### src/hdl/quad_dac_params.svh
// constants for the quad converter serial link, both ends
// assumes a 100 MHz core clock on each end
`ifndef QUAD_DAC_PARAMS_SVH
`define QUAD_DAC_PARAMS_SVH
`define WORD_BITS 16
`define CODE_BITS 12
`define NUM_CHANNELS 4
`define SEL_HI_POS 15
`define SEL_LO_POS 14
`define SLEEP_POS 13
`define FAST_POS 12
`define CODE_HI_POS 11
`define BIT_CNT_W 5
`define CORE_PERIOD_NS 10
`define SCLK_MIN_PERIOD_NS 50
`define SCLK_HALF_CYCLES ((`SCLK_MIN_PERIOD_NS + 2 * `CORE_PERIOD_NS - 1) / (2 * `CORE_PERIOD_NS))
`define DIV_CNT_W 4
`define FIFO_DEPTH 16
`define FIFO_AW 4
`define FAST_SETTLE_NS 3000
`define SLOW_SETTLE_NS 9000
`endif

### src/hdl/quad_dac_pkg.sv
// host state type for the quad converter link; both ends import the package, only the host uses it
// assumes the params header is included alongside
package quad_dac_pkg;
    typedef enum logic [1:0] {
        ST_IDLE = 2'b00,
        ST_FRAME = 2'b01,
        ST_SHIFT = 2'b10,
        ST_DONE = 2'b11
    } host_state_t;
endpackage : quad_dac_pkg

### src/hdl/quad_dac_link_if.sv
// serial link wires between host and converter
// assumes both ends run their own core clock
`timescale 1ns/1ps
`default_nettype none
interface quad_dac_link_if;
    logic chip_sel_n;
    logic frame_sync;
    logic sclk;
    logic sdata;
    logic output_load_n;
    logic power_down_n;
    modport host (output chip_sel_n, output frame_sync, output sclk, output sdata,
                  output output_load_n, output power_down_n);
    modport device (input chip_sel_n, input frame_sync, input sclk, input sdata,
                    input output_load_n, input power_down_n);
endinterface : quad_dac_link_if
`default_nettype wire

### src/hdl/word_fifo.sv
// parameterised fifo with valid and ready on both sides
// assumes a single clock domain
`timescale 1ns/1ps
`default_nettype none
module word_fifo #(
    parameter int WIDTH = 16,
    parameter int DEPTH = 16,
    parameter int AW = 4
) (
    // clock and reset
    input wire logic core_clk_i,
    input wire logic rstn_i,
    // fill side
    input wire logic in_valid_i,
    output logic in_ready_o,
    input wire logic [WIDTH-1:0] in_data_i,
    // drain side
    output logic out_valid_o,
    input wire logic out_ready_i,
    output logic [WIDTH-1:0] out_data_o
);
    logic [WIDTH-1:0] mem [DEPTH];
    logic [AW:0] wr_ptr;
    logic [AW:0] rd_ptr;
    logic [AW:0] next_wr_ptr;
    logic [AW:0] next_rd_ptr;
    logic push;
    logic pop;
    always_comb begin
        in_ready_o = (wr_ptr - rd_ptr) != (AW+1)'(DEPTH);
        out_valid_o = wr_ptr != rd_ptr;
        push = in_valid_i && in_ready_o;
        pop = out_valid_o && out_ready_i;
        next_wr_ptr = wr_ptr + (AW+1)'(push);
        next_rd_ptr = rd_ptr + (AW+1)'(pop);
        out_data_o = mem[rd_ptr[AW-1:0]];
    end
    always_ff @(posedge core_clk_i or negedge rstn_i) begin
        if (!rstn_i) begin
            wr_ptr <= '0;
            rd_ptr <= '0;
        end else begin
            wr_ptr <= next_wr_ptr;
            rd_ptr <= next_rd_ptr;
        end
    end
    always_ff @(posedge core_clk_i) begin
        if (push) begin
            mem[wr_ptr[AW-1:0]] <= in_data_i;
        end
    end
endmodule : word_fifo
`default_nettype wire

### src/hdl/quad_dac_host.sv
// host end: queues words, shifts them out as serial frames
// assumes the device samples data on serial clock falls
`timescale 1ns/1ps
`default_nettype none
`include "quad_dac_params.svh"
module quad_dac_host
    import quad_dac_pkg::*;
(
    // clock and reset
    input wire logic core_clk_i,
    input wire logic rstn_i,
    // word queue
    input wire logic word_valid_i,
    output logic word_ready_o,
    input wire logic [`WORD_BITS-1:0] word_i,
    // static controls and busy status
    input wire logic load_n_i,
    input wire logic power_down_n_i,
    output logic busy_o,
    // link
    quad_dac_link_if.host link
);
    logic q_valid;
    logic q_ready;
    logic [`WORD_BITS-1:0] q_data;
    host_state_t state, next_state;
    logic [`WORD_BITS-1:0] shreg, next_shreg;
    logic [`BIT_CNT_W-1:0] bits, next_bits;
    logic [`DIV_CNT_W-1:0] div, next_div;
    logic sclk, next_sclk;
    logic cs_n, next_cs_n;
    logic fs, next_fs;
    logic load_n, next_load_n;
    logic pd_n, next_pd_n;
    logic tick;
    word_fifo #(.WIDTH(`WORD_BITS), .DEPTH(`FIFO_DEPTH), .AW(`FIFO_AW)) u_fifo (
        .core_clk_i(core_clk_i),
        .rstn_i(rstn_i),
        .in_valid_i(word_valid_i),
        .in_ready_o(word_ready_o),
        .in_data_i(word_i),
        .out_valid_o(q_valid),
        .out_ready_i(q_ready),
        .out_data_o(q_data)
    );
    // ----------------------------------------
    // frame sequencer
    // ----------------------------------------
    always_comb begin
        tick = div == `DIV_CNT_W'(`SCLK_HALF_CYCLES - 1);
        next_div = tick ? '0 : div + `DIV_CNT_W'(1);
        next_state = state;
        next_shreg = shreg;
        next_bits = bits;
        next_sclk = sclk;
        next_cs_n = cs_n;
        next_fs = fs;
        next_load_n = load_n_i;
        next_pd_n = power_down_n_i;
        q_ready = 1'b0;
        case (state)
            ST_IDLE: begin
                next_sclk = 1'b1;
                next_fs = 1'b1;
                next_cs_n = 1'b1;
                if (q_valid && tick) begin
                    q_ready = 1'b1;
                    next_shreg = q_data;
                    next_cs_n = 1'b0;
                    next_state = ST_FRAME;
                end
            end
            ST_FRAME: begin
                if (tick) begin
                    next_fs = 1'b0;
                    next_bits = '0;
                    next_state = ST_SHIFT;
                end
            end
            ST_SHIFT: begin
                if (tick) begin
                    next_sclk = ~sclk;
                    if (!sclk) begin
                        next_shreg = {shreg[`WORD_BITS-2:0], 1'b0};
                        next_bits = bits + `BIT_CNT_W'(1);
                        if (bits == `BIT_CNT_W'(`WORD_BITS - 1)) begin
                            next_state = ST_DONE;
                        end
                    end
                end
            end
            ST_DONE: begin
                if (tick) begin
                    next_fs = 1'b1;
                    next_state = ST_IDLE;
                end
            end
            default: begin
                next_state = ST_IDLE;
            end
        endcase
    end
    always_ff @(posedge core_clk_i or negedge rstn_i) begin
        if (!rstn_i) begin
            state <= ST_IDLE;
            shreg <= '0;
            bits <= '0;
            div <= '0;
            sclk <= 1'b1;
            cs_n <= 1'b1;
            fs <= 1'b1;
            load_n <= 1'b1;
            pd_n <= 1'b1;
        end else begin
            state <= next_state;
            shreg <= next_shreg;
            bits <= next_bits;
            div <= next_div;
            sclk <= next_sclk;
            cs_n <= next_cs_n;
            fs <= next_fs;
            load_n <= next_load_n;
            pd_n <= next_pd_n;
        end
    end
    assign busy_o = state != ST_IDLE;
    assign link.chip_sel_n = cs_n;
    assign link.frame_sync = fs;
    assign link.sclk = sclk;
    assign link.sdata = shreg[`WORD_BITS-1];
    assign link.output_load_n = load_n;
    assign link.power_down_n = pd_n;
endmodule : quad_dac_host
`default_nettype wire

### src/flat_wrapper.sv
// flat-port wrapper written by rule: the top's interface ports become plain ports
module quad_dac_host_flat import quad_dac_pkg::*;
  (core_clk_i, rstn_i, word_valid_i, word_ready_o, word_i, load_n_i, power_down_n_i, busy_o, link_chip_sel_n, link_frame_sync, link_sclk, link_sdata, link_output_load_n, link_power_down_n);
  quad_dac_link_if link_i ();
  input wire logic core_clk_i;
  input wire logic rstn_i;
  input wire logic word_valid_i;
  output logic word_ready_o;
  input wire logic [`WORD_BITS-1:0] word_i;
  input wire logic load_n_i;
  input wire logic power_down_n_i;
  output logic busy_o;
  output wire logic [$bits(link_i.chip_sel_n)-1:0] link_chip_sel_n;
  output wire logic [$bits(link_i.frame_sync)-1:0] link_frame_sync;
  output wire logic [$bits(link_i.sclk)-1:0] link_sclk;
  output wire logic [$bits(link_i.sdata)-1:0] link_sdata;
  output wire logic [$bits(link_i.output_load_n)-1:0] link_output_load_n;
  output wire logic [$bits(link_i.power_down_n)-1:0] link_power_down_n;
  assign link_chip_sel_n = link_i.chip_sel_n;
  assign link_frame_sync = link_i.frame_sync;
  assign link_sclk = link_i.sclk;
  assign link_sdata = link_i.sdata;
  assign link_output_load_n = link_i.output_load_n;
  assign link_power_down_n = link_i.power_down_n;
  quad_dac_host u_core (.core_clk_i(core_clk_i), .rstn_i(rstn_i), .word_valid_i(word_valid_i), .word_ready_o(word_ready_o), .word_i(word_i), .load_n_i(load_n_i), .power_down_n_i(power_down_n_i), .busy_o(busy_o), .link(link_i));
endmodule
### config.mk
export PLATFORM = sky130hd
export DESIGN_NAME = quad_dac_host_flat
export DESIGN_NICKNAME = d
export VERILOG_FILES = /design/src/hdl/quad_dac_pkg.sv /design/src/hdl/quad_dac_link_if.sv /design/src/hdl/word_fifo.sv /design/src/hdl/quad_dac_host.sv /design/src/flat_wrapper.sv
export VERILOG_INCLUDE_DIRS = /design/src /design/src/hdl
export SDC_FILE = /design/constraint.sdc
export NUM_CORES = 1
export LEC_CHECK = 0
export BUFFER_PORTS_ARGS = -buffer_cell sky130_fd_sc_hd__buf_2
export CAP_MARGIN = 40
export CORE_MARGIN = 4
export CORE_UTILIZATION = 35
export DETAILED_ROUTE_END_ITERATION = 10
export PLACE_DENSITY = 0.61
export SYNTH_ARGS = -nofsm -noshare
export SYNTH_HDL_FRONTEND = slang
export SYNTH_SLANG_ARGS = --single-unit
### constraint.sdc
create_clock -name core_clk_i -period 8.47 [get_ports core_clk_i]
set_clock_uncertainty 0.1 [all_clocks]
set_input_delay 0.847 -clock core_clk_i [delete_from_list [all_inputs] [get_ports core_clk_i]]
set_output_delay 0.847 -clock core_clk_i [all_outputs]
set_load 0.02 [all_outputs]
==> out/metrics.cfg <==
[job]
drv_cap = 0

[floorplanning]
initial_utilization = 0.357
fp.coreArea_um2 = 34900
dieArea_um2 = 38700
die_h_um = 197
std_cell_rows = 68
io_pins = 29
die_w_um = 197

[sta]
finalMaxSlewViolations = 0
period_share = 0.454
fin_tns_setup_ns = 0
timing.hold.ws_ns = 0.272
finalHoldViolCount = 0
rsz0062_at_grt = false
fin_ws_ns = 4.62
tightest_slew_ns = 0.900
fmax_ghz = 0.260
slew-limit-headroom = 0.400
min_period_ns = 3.85
setup_viol = 0

[synth]
ys_seq_elements = 298
avgSynthCellArea_um2 = 15.0
syn-instance-count = 832
synth_edf_count = 256
synth_fp_nets = 867
ys_warn_count = 0
yosys-top-cells-area = edfxtp_1, mux2i_1, dfrtp_1, o22ai_1, o21ai_0
ys.flop_type = edfxtp_1
synth_seq_area_share = 0.701
synth_top_area_share = 0.617
syn-cell-area_um2 = 12500
synth_common_cells = edfxtp_1, mux2i_1, o22ai_1, o21ai_0, dfrtp_1
ys_types = 50
yosys.area.top_type = edfxtp_1
yosysMostFrequentCell = edfxtp_1
ys_async_sr_fraction = 0.141

[global_route]
antenna_found_initial = 0
grt_overflow = 0
grt_pass1_wl_mm = 41.5
grt_use_total = 0.137
grt_max_degree = 49
first_global_vias = 6920

[final_layout]
drive_gt1_frac = 0.142
diodes = 0
fin_nets = 894
syn_to_final_growth_pct = 14.4
final_cells = 1338

[worst_setup_path]
arrival_ns = 2.90
cp_max_fo = 40
r2r_end = u_core.u_fifo.mem[15][4]$_DFFE_PP_
crit_path_end_kind = output port
cp.required_ns = 7.52
r2r_setup_slack_ns = 5.31
critPathLaunchType = flop
worst_r2r_path_depth = 7
critPathKind = reg2out
r2r_start = u_core.u_fifo.rd_ptr[0]$_DFF_PN0_

[clock_network]
cts_hold_buffers = 0
clkTransAtPathRegs_ns = 0.06
cts_buffer_depth = 3
cts_buffers = 31
cts_setup_buffers = 0
clk_latency_ns = 0.56
numClockSinks = 298
cts_resized = 0
root_buffer = clkbuf_16
cts_tree = built
htree_levels = 1

[placement]
place_ws_ns = 5.17
hpwl_mm = 17.2
dp_cells = 1281
routabilityCongestion = 0.812
io_buffer_count = 28

[power_and_ir_drop]
power_density_nw_per_um2 = 352
p_total_uw = 5010
leakagePower_uw = 0.00496
ir_drop_mv = 0.192

[detailed_routing]
routed_wl_mm = 26.6
num_vias = 6963
postRouteAntennaNets = 0
post-route-drc-count = 0
via_per_inst = 5.20
first_pass_iters = 7
wl_per_cell_um = 19.9
first_iter_violations = 528

[worst_hold_path]
worstHoldPathType = in2async

[status]
status = complete, no violations

worst max path at each step:
stage | from | end | slack, ns | depth (start not counted)
after floorplan | u_core.u_fifo.rd_ptr[1]$_DFF_PN0_ | u_core.u_fifo.mem[13][0]$_DFFE_PP_ | 4.38 | 10
after global placement | u_core.u_fifo.rd_ptr[0]$_DFF_PN0_ | word_ready_o | 5.21 | 8
after detailed placement | u_core.u_fifo.rd_ptr[0]$_DFF_PN0_ | word_ready_o | 5.17 | 8
after CTS | u_core.u_fifo.rd_ptr[0]$_DFF_PN0_ | word_ready_o | 4.56 | 8
after global routing | u_core.u_fifo.rd_ptr[0]$_DFF_PN0_ | word_ready_o | 4.42 | 8
final | u_core.u_fifo.rd_ptr[0]$_DFF_PN0_ | word_ready_o | 4.62 | 8
cell usage in the layout (no fill, tap or decap), drive strengths merged, types with 16 or more instances in the layout:
cell type | synthesis | final
nand2 | 27 | 27
nor2 | 24 | 24
o22ai | 46 | 46
o21bai | 16 | 16
inv | 25 | 26
o31ai | 17 | 17
nor4 | 16 | 16
o21ai | 57 | 57
nand3 | 36 | 36
dfrtp | 37 | 37
clkbuf | 28 | 40
buf | 23 | 45
edfxtp | 256 | 256
mux2i | 122 | 122
cell type report:
class	count	area, um^2
clock buffers	40	810
well taps	455	569
fillers	3203	20600
repair buffers	45	290
clock inverters	17	163
inverters	25	93.8
multi-input cells	458	3580
flip-flops and latches	298	8750
layer usage:
| metal | track usage | routed length (um) | part of all wire |
|---|---|---|---|
| met1 | 0.205 | 13300 | 0.50 |
| met2 | 0.213 | 11900 | 0.45 |
| met3 | 0.0238 | 953 | 0.036 |
| met4 | 0.0254 | 500 | 0.019 |
| met5 | 0 | 0 | 0 |
registers in the layout, indices dropped and copies added, names as in the netlist, 2 cells and up:
signal / cells
u_core.div: 4
u_core.shreg: 16
u_core.bits: 5
u_core.state: 2
u_core.u_fifo.mem: 256
u_core.u_fifo.wr_ptr: 5
u_core.u_fifo.rd_ptr: 5
logic make-up after synthesis:
group                    Yosys count  synth area share
AND/OR/NAND/NOR                  136            0.0571
flip-flops                       298             0.701
multiplexers                     128             0.105
buffers and inverters             76            0.0261
adder cells (fa/ha/maj)           14            0.0140
XOR/XNOR                          11           0.00833
AO/OA/AOI/OAI                    169            0.0879
power by group:
| group | internal, uW | switching (uW) |
|---|---|---|
| logic | 542 | 1060 |
| registers | 1950 | 158 |
| clock network | 763 | 542 |
metrics by stage:
stage | util | area (um^2)
2_1_floorplan | - | 12500
3_3_place_gp | 0.379 | 13200
3_5_place_dp | 0.381 | 13300
4_1_cts | 0.409 | 14300
5_1_grt | 0.409 | 14300
6_report | 0.409 | 14300
worst max-delay path: stages, from the launching register on:
cell and delay, ns:
dfrtp_2 0.34, buf_4 0.50, ha_1 0.28, nor2b_1 0.05, o21a_1 0.21, nor4_4 0.21
buf_4 0.43, o21ai_1 0.12, buf_2 0.19
Note: power is estimated with default switching activity, not from simulation.
